### src/hw/slm_pkg.sv
// shared constants and types for the serial lane link monitor
package slm_pkg;

	// ------------------------------------------------------------
	// register offsets (byte addresses)
	// ------------------------------------------------------------
	localparam logic [7:0] OFF_TAG       = 8'h20;
	localparam logic [7:0] OFF_CONTROL   = 8'h30;
	localparam logic [7:0] OFF_STATUS    = 8'h34;
	localparam logic [7:0] OFF_MASK      = 8'h40;
	localparam logic [7:0] OFF_VALUE     = 8'h60;
	localparam logic [7:0] OFF_THRESHOLD = 8'h80;
	localparam logic [7:0] OFF_CAPTURE   = 8'h90;

	// ------------------------------------------------------------
	// field positions and reset values
	// ------------------------------------------------------------
	localparam int          CTL_TAG_CLEAR_BIT = 0;
	localparam int          STS_DONE_BIT      = 0;
	localparam int          STS_LANE_LSB      = 8;
	localparam int          STS_LANE_MSB      = 11;
	localparam int          STS_LAT_LSB       = 16;
	localparam int          STS_LAT_MSB       = 31;
	localparam int          NUM_LANES         = 4;
	localparam int          TAG_WIDTH         = 16;
	localparam int          LAT_WIDTH         = 16;
	localparam logic [31:0] RESET_WORD        = 32'h0000_0000;
	localparam logic [15:0] LAT_MAX           = 16'hffff;

	// link word as seen after the lane aligner
	typedef struct packed {
		logic        valid;  // 1 = data, 0 = idle
		logic [31:0] data;
	} slm_link_t;

	// per sync frame lane check report
	typedef struct packed {
		logic                 strobe; // one-cycle pulse at end of frame
		logic [NUM_LANES-1:0] pass;
	} slm_check_t;

	// latency counter states
	typedef enum logic [1:0] {
		LAT_IDLE  = 2'b00,
		LAT_COUNT = 2'b01,
		LAT_HOLD  = 2'b10
	} slm_lat_state_t;

endpackage

### src/hw/slm_latency.sv
// sync-to-first-trigger-word latency counter
`timescale 1ns/1ps

module slm_latency (
	input  wire logic        sys_clk,
	input  wire logic        resetn,
	input  wire logic        sync_start,
	input  wire logic        trig_word,
	output logic [15:0]      latency
);

	slm_pkg::slm_lat_state_t state;
	logic [15:0]             count;

	// ------------------------------------------------------------
	// state sequence: a new sync restarts, first trigger word stops
	// ------------------------------------------------------------
	always_ff @(posedge sys_clk or negedge resetn) begin
		if (!resetn) begin
			state <= slm_pkg::LAT_IDLE;
		end else if (sync_start) begin
			state <= slm_pkg::LAT_COUNT;
		end else begin
			unique case (state)
				slm_pkg::LAT_IDLE:  state <= slm_pkg::LAT_IDLE;
				slm_pkg::LAT_COUNT: state <= trig_word ? slm_pkg::LAT_HOLD : slm_pkg::LAT_COUNT;
				slm_pkg::LAT_HOLD:  state <= slm_pkg::LAT_HOLD;
				default:            state <= slm_pkg::LAT_IDLE;
			endcase
		end
	end

	// tick counter, saturates so a lost trigger never wraps to a small value
	always_ff @(posedge sys_clk or negedge resetn) begin
		if (!resetn) begin
			count <= 16'h0000;
		end else if (sync_start) begin
			count <= 16'h0000;
		end else if (state == slm_pkg::LAT_COUNT && count != slm_pkg::LAT_MAX) begin
			count <= count + 16'h0001;
		end
	end

	// published value changes only when a measurement completes
	always_ff @(posedge sys_clk or negedge resetn) begin
		if (!resetn) begin
			latency <= 16'h0000;
		end else if (state == slm_pkg::LAT_COUNT && trig_word && !sync_start) begin
			latency <= count;
		end
	end

endmodule

### src/hw/slm_link_monitor.sv
// per-transceiver link monitor: tag capture, lane checks, latency, registers
`timescale 1ns/1ps

module slm_link_monitor (
	input  wire logic                 sys_clk,
	input  wire logic                 resetn,
	// register port
	input  wire logic [7:0]           reg_addr,
	input  wire logic                 reg_wr,
	input  wire logic                 reg_rd,
	input  wire logic [31:0]          reg_wdata,
	output logic [31:0]               reg_rdata,
	output logic                      reg_rvalid,
	// link side
	input  wire slm_pkg::slm_link_t   link_in,
	input  wire slm_pkg::slm_check_t  lane_check,
	input  wire logic                 sys_sync,
	input  wire logic                 trig_word,
	// debug capture engine
	input  wire logic                 capture_done,
	input  wire logic [31:0]          capture_word,
	output logic [31:0]               debug_match_mask,
	output logic [31:0]               debug_match_value,
	output logic [31:0]               debug_threshold,
	output logic                      capture_word_pop,
	output logic [15:0]               source_crate_tag
);

	// ------------------------------------------------------------
	// register decode
	// ------------------------------------------------------------
	logic        write_control;
	logic        tag_clear;
	logic        link_valid_d;
	logic        sync_d;
	logic        sync_start;
	logic        link_start;
	logic [3:0]  lane_check_pass;
	logic        done_flag;
	logic [15:0] latency;
	logic [31:0] next_rdata;
	logic        write_mask;
	logic        write_value;
	logic        write_threshold;
	logic [31:0] status_value;

	function automatic logic hit(input logic [7:0] addr, input logic [7:0] off);
		hit = (addr == off);
	endfunction

	assign write_control = reg_wr && hit(reg_addr, slm_pkg::OFF_CONTROL);
	// the control bit only ever lives for the write cycle, so it reads back zero
	assign tag_clear = write_control && reg_wdata[slm_pkg::CTL_TAG_CLEAR_BIT];

	// ------------------------------------------------------------
	// event edges
	// ------------------------------------------------------------
	// previous link valid, resets to the idle level so reset makes no false start
	always_ff @(posedge sys_clk or negedge resetn) begin
		if (!resetn) begin
			link_valid_d <= 1'b0;
		end else begin
			link_valid_d <= link_in.valid;
		end
	end

	// previous sync level, idle low after reset for the same reason
	always_ff @(posedge sys_clk or negedge resetn) begin
		if (!resetn) begin
			sync_d <= 1'b0;
		end else begin
			sync_d <= sys_sync;
		end
	end

	assign link_start = link_in.valid && !link_valid_d;
	assign sync_start = sys_sync && !sync_d;

	// ------------------------------------------------------------
	// source crate tag
	// ------------------------------------------------------------
	// capture beats clear in the same cycle so a fresh tag is never lost
	always_ff @(posedge sys_clk or negedge resetn) begin
		if (!resetn) begin
			source_crate_tag <= 16'h0000;
		end else if (link_start) begin
			source_crate_tag <= link_in.data[slm_pkg::TAG_WIDTH-1:0];
		end else if (tag_clear) begin
			source_crate_tag <= 16'h0000;
		end
	end

	// ------------------------------------------------------------
	// lane check and capture status
	// ------------------------------------------------------------
	// results replaced at the end of every sync frame
	always_ff @(posedge sys_clk or negedge resetn) begin
		if (!resetn) begin
			lane_check_pass <= 4'h0;
		end else if (lane_check.strobe) begin
			lane_check_pass <= lane_check.pass;
		end
	end

	// done follows the capture engine level
	always_ff @(posedge sys_clk or negedge resetn) begin
		if (!resetn) begin
			done_flag <= 1'b0;
		end else begin
			done_flag <= capture_done;
		end
	end

	// ------------------------------------------------------------
	// latency measurement
	// ------------------------------------------------------------
	// sync edge starts the count, first trigger word stops it
	slm_latency u_latency (
		.sys_clk    (sys_clk),
		.resetn     (resetn),
		.sync_start (sync_start),
		.trig_word  (trig_word),
		.latency    (latency)
	);

	// ------------------------------------------------------------
	// debug registers
	// ------------------------------------------------------------
	// write strobes per offset; status and capture offsets take no write
	assign write_mask      = reg_wr && hit(reg_addr, slm_pkg::OFF_MASK);
	assign write_value     = reg_wr && hit(reg_addr, slm_pkg::OFF_VALUE);
	assign write_threshold = reg_wr && hit(reg_addr, slm_pkg::OFF_THRESHOLD);

	// match mask handed to the capture engine
	always_ff @(posedge sys_clk or negedge resetn) begin
		if (!resetn) begin
			debug_match_mask <= slm_pkg::RESET_WORD;
		end else if (write_mask) begin
			debug_match_mask <= reg_wdata;
		end
	end

	// match value handed to the capture engine
	always_ff @(posedge sys_clk or negedge resetn) begin
		if (!resetn) begin
			debug_match_value <= slm_pkg::RESET_WORD;
		end else if (write_value) begin
			debug_match_value <= reg_wdata;
		end
	end

	// trigger threshold handed to the capture engine
	always_ff @(posedge sys_clk or negedge resetn) begin
		if (!resetn) begin
			debug_threshold <= slm_pkg::RESET_WORD;
		end else if (write_threshold) begin
			debug_threshold <= reg_wdata;
		end
	end

	// ------------------------------------------------------------
	// capture readout
	// ------------------------------------------------------------
	// each read of the capture offset advances the capture store
	assign capture_word_pop = reg_rd && hit(reg_addr, slm_pkg::OFF_CAPTURE);

	// ------------------------------------------------------------
	// status word
	// ------------------------------------------------------------
	// fields placed by position so the reserved gaps always read zero
	always_comb begin
		status_value = 32'h0000_0000;
		status_value[slm_pkg::STS_DONE_BIT] = done_flag;
		status_value[slm_pkg::STS_LANE_MSB:slm_pkg::STS_LANE_LSB] = lane_check_pass;
		status_value[slm_pkg::STS_LAT_MSB:slm_pkg::STS_LAT_LSB] = latency;
	end

	// ------------------------------------------------------------
	// read mux
	// ------------------------------------------------------------
	always_comb begin
		next_rdata = 32'h0000_0000;
		unique case (reg_addr)
			slm_pkg::OFF_TAG: begin
				next_rdata[slm_pkg::TAG_WIDTH-1:0] = source_crate_tag;
			end
			slm_pkg::OFF_STATUS:    next_rdata = status_value;
			slm_pkg::OFF_MASK:      next_rdata = debug_match_mask;
			slm_pkg::OFF_VALUE:     next_rdata = debug_match_value;
			slm_pkg::OFF_THRESHOLD: next_rdata = debug_threshold;
			slm_pkg::OFF_CAPTURE:   next_rdata = capture_word;
			default:                next_rdata = 32'h0000_0000;
		endcase
	end

	// answer strobe one cycle after the read strobe
	always_ff @(posedge sys_clk or negedge resetn) begin
		if (!resetn) begin
			reg_rvalid <= 1'b0;
		end else begin
			reg_rvalid <= reg_rd;
		end
	end

	// read data registered and held until the next read
	always_ff @(posedge sys_clk or negedge resetn) begin
		if (!resetn) begin
			reg_rdata <= 32'h0000_0000;
		end else if (reg_rd) begin
			reg_rdata <= next_rdata;
		end
	end

endmodule

### config.mk
export PLATFORM = sky130hd
export DESIGN_NAME = slm_link_monitor
export DESIGN_NICKNAME = d
export VERILOG_FILES = /design/src/hw/slm_pkg.sv /design/src/hw/slm_latency.sv /design/src/hw/slm_link_monitor.sv
export SDC_FILE = /design/constraint.sdc
export NUM_CORES = 1
export LEC_CHECK = 0
export BUFFER_PORTS_ARGS = -buffer_cell sky130_fd_sc_hd__buf_2
export CAP_MARGIN = 20
export CORE_AREA = 5 5 189 191
export CTS_BUF_LIST = sky130_fd_sc_hd__clkbuf_2
export DETAILED_ROUTE_END_ITERATION = 6
export DIE_AREA = 0 0 194 196
export PLACE_DENSITY = 0.51
export SYNTH_ARGS = -nofsm -noshare
export SYNTH_HDL_FRONTEND = slang
export SYNTH_SLANG_ARGS = --single-unit
export TNS_END_PERCENT = 30
### constraint.sdc
create_clock -name sys_clk -period 5.9 [get_ports sys_clk]
set_clock_uncertainty 0.1 [all_clocks]
set_input_delay 0 -clock sys_clk [delete_from_list [all_inputs] [get_ports sys_clk]]
set_output_delay 0 -clock sys_clk [all_outputs]
set_load 0.02 [all_outputs]
==> results.sh, run 1 <==
export IMPL_outcome="finished clean"
export IMPL_reg2reg_from="source_crate_tag[11]"
export IMPL_dp_hpwl_um=19950
export IMPL_clk_latency_ns=0.82
export IMPL_cts_tree="yes"
export IMPL_clk_path_buf_depth=2
export IMPL_r2r_end="reg_rdata[11]"
export IMPL_rows=68
export IMPL_multiInputGateArea_um2=3446
export IMPL_max_freq_mhz=284.9
export IMPL_cp_end_kind="flop"
export IMPL_cts_sinks=186
export IMPL_route_vias_total=7680
export IMPL_relSlewSlack_pct=31.08
export IMPL_cp_max_fo=27
export IMPL_crit_cells=8
export IMPL_dr_pass1_iters=6
export IMPL_slowest_stage="nor4bb_1"
export IMPL_power_leakage_uw=0.006200
export IMPL_grt_overflow=0
export IMPL_final_common_cell="dlygate4sd3_1"
export IMPL_synth_warnings=0
export IMPL_fillers=3305
export IMPL_slew_viol_final=0
export IMPL_crit_required_ns=6.58
export IMPL_synth_fp_nets=789
export IMPL_numCtsBuffers=17
export IMPL_netlist_instances=669
export IMPL_synth_cell_types=48
export IMPL_power_per_cell_area_nw_per_um2=213.7
export IMPL_antenna_found_initial=2
export IMPL_wl_um=31000
export IMPL_core_area_um2=33950
export IMPL_drtAntennaViolNets=0
export IMPL_ir_drop_mv=0.1120
export IMPL_setup_tns_ns=0
export IMPL_post_cts_resized=0
export IMPL_critPathKind="primary input to flop"
export IMPL_nets=1278
export IMPL_routedWlPerCell_um=19.04
export IMPL_cts_root_buffer="clkbuf_2"
export IMPL_grt_pass1_vias=8350
export IMPL_gp_congestion=0.7547
export IMPL_power_uw=2778
export IMPL_io_pins=263
export IMPL_area_delta_synth_final_pct=56.54
export IMPL_cpLargestDelayFamily="buffers and inverters"
export IMPL_r2r_cells=6
export IMPL_hold_violations=0
export IMPL_fin_crit_ns=3.510
export IMPL_rsz0062_at_grt="no"
export IMPL_async_reset_ff_share_pct=100.0
export IMPL_path_cells="dlygate4sd3_1, buf_2, nor4bb_1, and2_2, a222oi_1, dlygate4sd3_1, a31oi_1, dlygate4sd3_1"
export IMPL_grt_first_pass_wirelength_um=48650
export IMPL_synth_avg_cell_area_um2=12.41
export IMPL_worst_pin_slew_ns=1.034
export IMPL_crit_top_cell="dlygate4sd3_1"
export IMPL_dpl_cell_count=1333
export IMPL_fp_dieW_um=194
export IMPL_grt_start_max_net_pins=73
export IMPL_drv_cap=0
export IMPL_cp_arrival_ns=4.19
export IMPL_syn_area_um2=8303
export IMPL_synth_main_ff_cell="dfrtp_1"
export IMPL_startpoint="reg_addr[7]"
export IMPL_cp_num_buf_inv=4
export IMPL_reg2reg_setup_slack_ns=3.30
export IMPL_drtIter0Drc=371
export IMPL_hp_class="primary input to asynchronous set/reset pin"
export IMPL_die_area_um2=38020
export IMPL_ys_seq_area_share_pct=56.06
export IMPL_cts_htree_levels=4
export IMPL_initial_core_util_pct=24.46
export IMPL_cts_clk_slew_worst_paths_ns=0.27
export IMPL_post_cts_setup_buffers=0
export IMPL_slowest_delay_ns=0.89
export IMPL_final_setup_viol_count=0
export IMPL_ys_seq_elements=186
export IMPL_portBuffers=246
export IMPL_post_route_period_util_pct=59.50
export IMPL_drive_above_1_share_pct=35.87
export IMPL_drc_errors=0
export IMPL_synth_edf_count=0
export IMPL_instances_no_fill=1628
export IMPL_vias_per_cell=4.717
export IMPL_regArea_um2=4654
export IMPL_cp_start_kind="primary input"
export IMPL_layout_common_cells="dlygate4sd3_1, buf_2, dfrtp_1"
export IMPL_die_h_um=196
export IMPL_track_usage_pct=16.20
-- state kept, by name, indices dropped and copies added (netlist names) --
| name | count |
|---|---|
| done_flag | 1 |
| u_latency.count | 16 |
| debug_match_mask | 32 |
| debug_match_value | 32 |
| lane_check_pass | 4 |
| source_crate_tag | 16 |
| reg_rvalid | 1 |
| u_latency.latency | 16 |
| sync_d | 1 |
| u_latency.state | 2 |
| link_valid_d | 1 |
| debug_threshold | 32 |
| reg_rdata | 32 |
-- metrics by stage --
step | area (um^2) | utilization (%) | hold slack, ns | setup slack, ns
finish | 13000 | 38.29 | 0.1704 | 2.390
global route | 13000 | 38.29 | 0.1077 | 2.264
CTS | 12970 | 38.21 | 0.04987 | 2.589
detailed placement | 10010 | 29.50 | -0.09810 | 2.546
global placement | 10010 | 29.50 | -0.09769 | 2.575
floorplan | 8303 | - | -0.3956 | 3.730
-- worst max path at each step --
stage	slack, ns	to
final	2.39	reg_rdata[28]
after global routing	2.26	reg_rdata[13]
after CTS	2.59	reg_rdata[28]
after detailed placement	2.55	debug_match_mask[28]
after global placement	2.57	debug_match_mask[28]
after floorplan	3.73	u_latency.count[15]
-- worst reg2reg max path, delay by kind of cell, from the launching register on --
family / cells / cell delay (ns)
AOI/OAI and AO/OA: 3 / 0.75
buffers and inverters: 2 / 1.14
DFF: 1 / 0.45
muxes: 1 / 0.11
-- power breakdown --
group          switching, uW  leakage, uW  internal, uW  total (uW)
registers               64.3      0.00248          1350        1420
clock network            472     0.000191           369         841
logic                    256      0.00353           262         518
-- kinds of logic (layout without fill, tap and decap cells) --
kind of cell	Yosys count	after routing	synth area share, %
fa+ha+maj	3	3	0.4521
flops	186	186	56.06
other cells	0	2	0
buf+inv	53	555	2.833
simple gates	141	141	9.313
mux	121	121	16.34
compound gates	165	165	15.01
-- cell usage after synthesis (2+ instances only) --
cell type,instances,area (um^2)
a32o_1,2,20.02
mux2_1,3,33.78
clkbuf_1,28,105.1
a222oi_1,15,150.1
a22oi_1,17,127.6
o31ai_1,8,60.06
a21oi_1,17,85.08
nand3_1,8,40.04
buf_4,5,37.54
buf_1,2,7.510
a22o_1,52,455.4
inv_1,3,11.26
a31oi_1,34,212.7
and2_1,4,25.02
nor4_4,2,42.54
and4_1,2,17.52
a2111oi_0,3,26.28
nor2_1,39,146.4
nand2b_1,4,25.02
nor2b_1,6,37.54
nand4_1,2,12.51
o21a_1,2,15.01
and3_1,5,31.28
nor4bb_1,2,20.02
nand2_1,32,120.1
nor4_1,2,12.51
buf_2,14,70.07
a211oi_1,4,30.03
mux2i_1,5,50.05
or4_1,7,52.55
or3_1,3,18.77
mux2_2,113,1272
nand3b_1,7,52.55
dfrtp_1,186,4654
nor3_1,8,40.04
o21ai_0,9,45.04
ha_1,3,37.54
-- layout make-up --
class                           instances  share of cell area [%]
Antenna cell                            2                 0.03851
Clock buffer                           18                  0.6931
Clock inverter                         14                   1.829
Inverter                                4                  0.1155
Multi-Input combinational cell        430                   26.51
Sequential cell                       186                   35.81
Tap cell                              455                   4.380
Timing Repair Buffer                  519                   30.62
-- layer usage --
metal  global-route usage (%)  routed length, um
met4                    4.792                558
met3                    4.276               1838
met2                    27.58              15080
met1                    20.30              13530
met5                        0                  0
-- what timing repair did --
item / CTS / global route
hold buffers: 260 / 0
setup endpoints to repair: 0 / 0
endpoints found under the hold margin: 372 / 0
Note: power is estimated with default switching activity, not from simulation.
==> run 2: changes to the inputs <==
Settings changed: ABC_AREA from default to 1, CORE_AREA 5 5 189 191 to 5 5 195 197, DIE_AREA 0 0 194 196 to 0 0 200 202, PLACE_DENSITY 0.51 to 0.5.
Clock period 5.9 ns to 3.61 ns, I/O delays scaled along.
==> results.sh, run 2 <==
export IMPL_slowest_delay_ns=1.23
export IMPL_r2r_end="source_crate_tag[2]"
export IMPL_slew_viol_final=0
export IMPL_cts_sinks=186
export IMPL_r2r_cells=5
export IMPL_antenna_found_initial=1
export IMPL_slowest_stage="dlygate4sd3_1"
export IMPL_reg2reg_from="link_valid_d"
export IMPL_holdWs_ns=0.1418
export IMPL_track_usage_pct=17.17
export IMPL_route_vias_total=9364
export IMPL_cp_start_kind="primary input"
export IMPL_synth_most_common_cell="nand2_1"
export IMPL_cts_clk_slew_worst_paths_ns=0.27
export IMPL_worst_pin_slew_ns=0.9008
export IMPL_cpLargestDelayFamily="buffers and inverters"
export IMPL_drc_errors=0
export IMPL_drtIter0Drc=472
export IMPL_grt_overflow=0
export IMPL_synth_cell_types=29
export IMPL_setup_tns_ns=0
export IMPL_cp_end_kind="flop"
export IMPL_holdCritStartpoint="sys_sync"
export IMPL_grt_start_max_net_pins=104
export IMPL_synth_avg_cell_area_um2=8.086
export IMPL_power_per_cell_area_nw_per_um2=318.4
export IMPL_cts_tree="yes"
export IMPL_p_int_uw=2892
export IMPL_syn_area_um2=8902
export IMPL_holdPathStages=5
export IMPL_met2_length_um=16760
export IMPL_outcome="finished clean"
export IMPL_ys_seq_elements=186
export IMPL_routedWlPerCell_um=16.99
export IMPL_io_pins=263
export IMPL_ir_drop_mv=0.1723
export IMPL_layout_common_cells="dlygate4sd3_1, nand2_1, buf_2"
export IMPL_cp_num_buf_inv=6
export IMPL_netlist_instances=1101
export IMPL_rows=70
export IMPL_dr_pass1_iters=7
export IMPL_hold_violations=0
export IMPL_drtAntennaViolNets=0
export IMPL_crit_required_ns=4.27
export IMPL_power_leakage_uw=0.006883
export IMPL_drv_cap=0
export IMPL_grt_first_pass_wirelength_um=54170
export IMPL_top_layer="met4"
export IMPL_initial_core_util_pct=24.67
export IMPL_synth_main_ff_cell="dfrtp_1"
export IMPL_async_reset_ff_share_pct=100.0
export IMPL_cp_max_fo=15
export IMPL_fin_crit_ns=3.506
export IMPL_die_area_um2=40400
export IMPL_cts_htree_levels=4
export IMPL_switchingPower_uw=1407
export IMPL_rsz0062_at_grt="no"
export IMPL_synth_edf_count=0
export IMPL_reg2reg_setup_slack_ns=1.17
export IMPL_core_area_um2=36080
export IMPL_ys_seq_area_share_pct=52.28
export IMPL_grt_pass1_vias=9295
export IMPL_seqPwrFrac_pct=54.3
export IMPL_synth_commonest_cells="nand2_1, nand3_1, dfrtp_1"
export IMPL_area_delta_synth_final_pct=51.64
export IMPL_dp_hpwl_um=22570
export IMPL_combPwrFrac_pct=20.3
export IMPL_drive_above_1_share_pct=20.60
export IMPL_vias_per_cell=4.543
export IMPL_die_h_um=202
export IMPL_final_common_cell="dlygate4sd3_1"
export IMPL_synth_fp_nets=1221
export IMPL_wl_met1_um=15160
export IMPL_cp_arrival_ns=4.16
export IMPL_yosysTopAreaCell="dfrtp_1"
export IMPL_wl_um=35020
export IMPL_relSlewSlack_pct=39.75
export IMPL_nets=1700
export IMPL_gp_congestion=0.8865
export IMPL_p_clk_share_pct=25.4
export IMPL_post_cts_setup_buffers=0
export IMPL_yosysTopAreaCellShare_pct=52.28
export IMPL_hp_class="primary input to flop"
export IMPL_crit_top_cell="dlygate4sd3_1"
export IMPL_critPathKind="primary input to flop"
export IMPL_portBuffers=246
export IMPL_netSwitchingFraction_pct=32.73
export IMPL_cts_root_buffer="clkbuf_2"
export IMPL_numCtsBuffers=17
export IMPL_synth_warnings=0
export IMPL_max_freq_mhz=285.3
export IMPL_fp_dieW_um=200
export IMPL_synthTopCellsByArea="dfrtp_1, nand3_1, nand2_1"
export IMPL_post_route_period_util_pct=97.11
export IMPL_path_cells="dlygate4sd3_1, buf_2, inv_1, nand2_1, dlygate4sd3_1, nor2_4, dlygate4sd3_1, nand3_1, nand2_1, nor2_1, a21oi_1, dlygate4sd3_1"
export IMPL_whs_endpoint="u_latency.state[1]"
export IMPL_wl_met3_um=2105
export IMPL_clk_path_buf_depth=2
export IMPL_final_setup_viol_count=0
export IMPL_clk_latency_ns=0.80
run 2: cell types whose count changed after synthesis, moves of 17 or more:
cell	change
mux2_2	-107
buf_2	+17
a22o_1	-52
inv_1	+90
nand3_1	+203
a31oi_1	-34
nand2_1	+221
a22oi_1	-17
o21ai_1	+37
nor2_1	+30
o21ai_0	+95
run 2: cell type report:
cell class	instances	area, um^2
well taps	468	585.6
repair buffers	526	4069
inverters	96	360.3
diodes	1	2.502
multi-input cells	753	3597
clock inverters	14	145.1
clock buffers	17	85.08
fillers	3698	22590
flip-flops and latches	186	4654
run 2: routing by layer:
metal,global-route usage (%),vias up
met5,0,-
met4,5.968,0
met3,3.617,39
met2,28.67,284
met1,21.95,4464
li1,-,4577
run 2: worst max-delay path by stage:
stage	start	endpoint	slack, ns	cells after the start
global placement	reg_addr[6]	debug_threshold[27]	1.52	8
finish	reg_addr[6]	reg_rdata[26]	0.10	12
global route	reg_addr[6]	reg_rdata[21]	0.02	12
CTS	reg_addr[3]	reg_rdata[31]	0.09	14
detailed placement	sync_d	u_latency.latency[2]	1.53	4
floorplan	u_latency.count[0]	u_latency.count[0]	2.00	7
run 2: cells by family after synthesis:
kind of cell               share of synthesized area [%]
and+or+nand+nor                                    27.90
DFF                                                52.28
AOI/OAI and AO/OA                                  10.63
buffers and inverters                              7.618
muxes                                             0.7589
xor gates and xnor gates                          0.3935
adders and majority gates                         0.4217
run 2: worst register-to-register path: cells and delay by family, from the launching register on:
kind / cells / cell delay, ns
buf+inv: 3 / 1.56
flops: 1 / 0.40
simple gates: 1 / 0.21
compound gates: 1 / 0.08
run 2: power by group through the flow:
stage	logic (uW)	registers, uW	clock network [uW]
after floorplan	228	2450	0
after global placement	615	2370	0
after detailed placement	619	2370	0
after CTS	868	2340	1160
after global routing	959	2360	1240
final	872	2340	1090
run 2: per-stage QoR:
stage	instances	setup slack (ns)	util (%)	cell area [um^2]	total power, uW
2_1_floorplan	1101	2.000	-	8902	2678
3_3_place_gp	1764	1.522	29.27	10560	2983
3_5_place_dp	1764	1.533	29.27	10560	2988
4_1_cts	2058	0.09268	37.30	13460	4358
5_1_grt	2061	0.02267	37.41	13500	4555
6_report	2061	0.1044	37.41	13500	4299
run 2: repair_timing:
item,CTS,global route
hold endpoints to repair,367,4
resized for setup,0,4
setup endpoints to repair,0,16
hold buffers,263,2
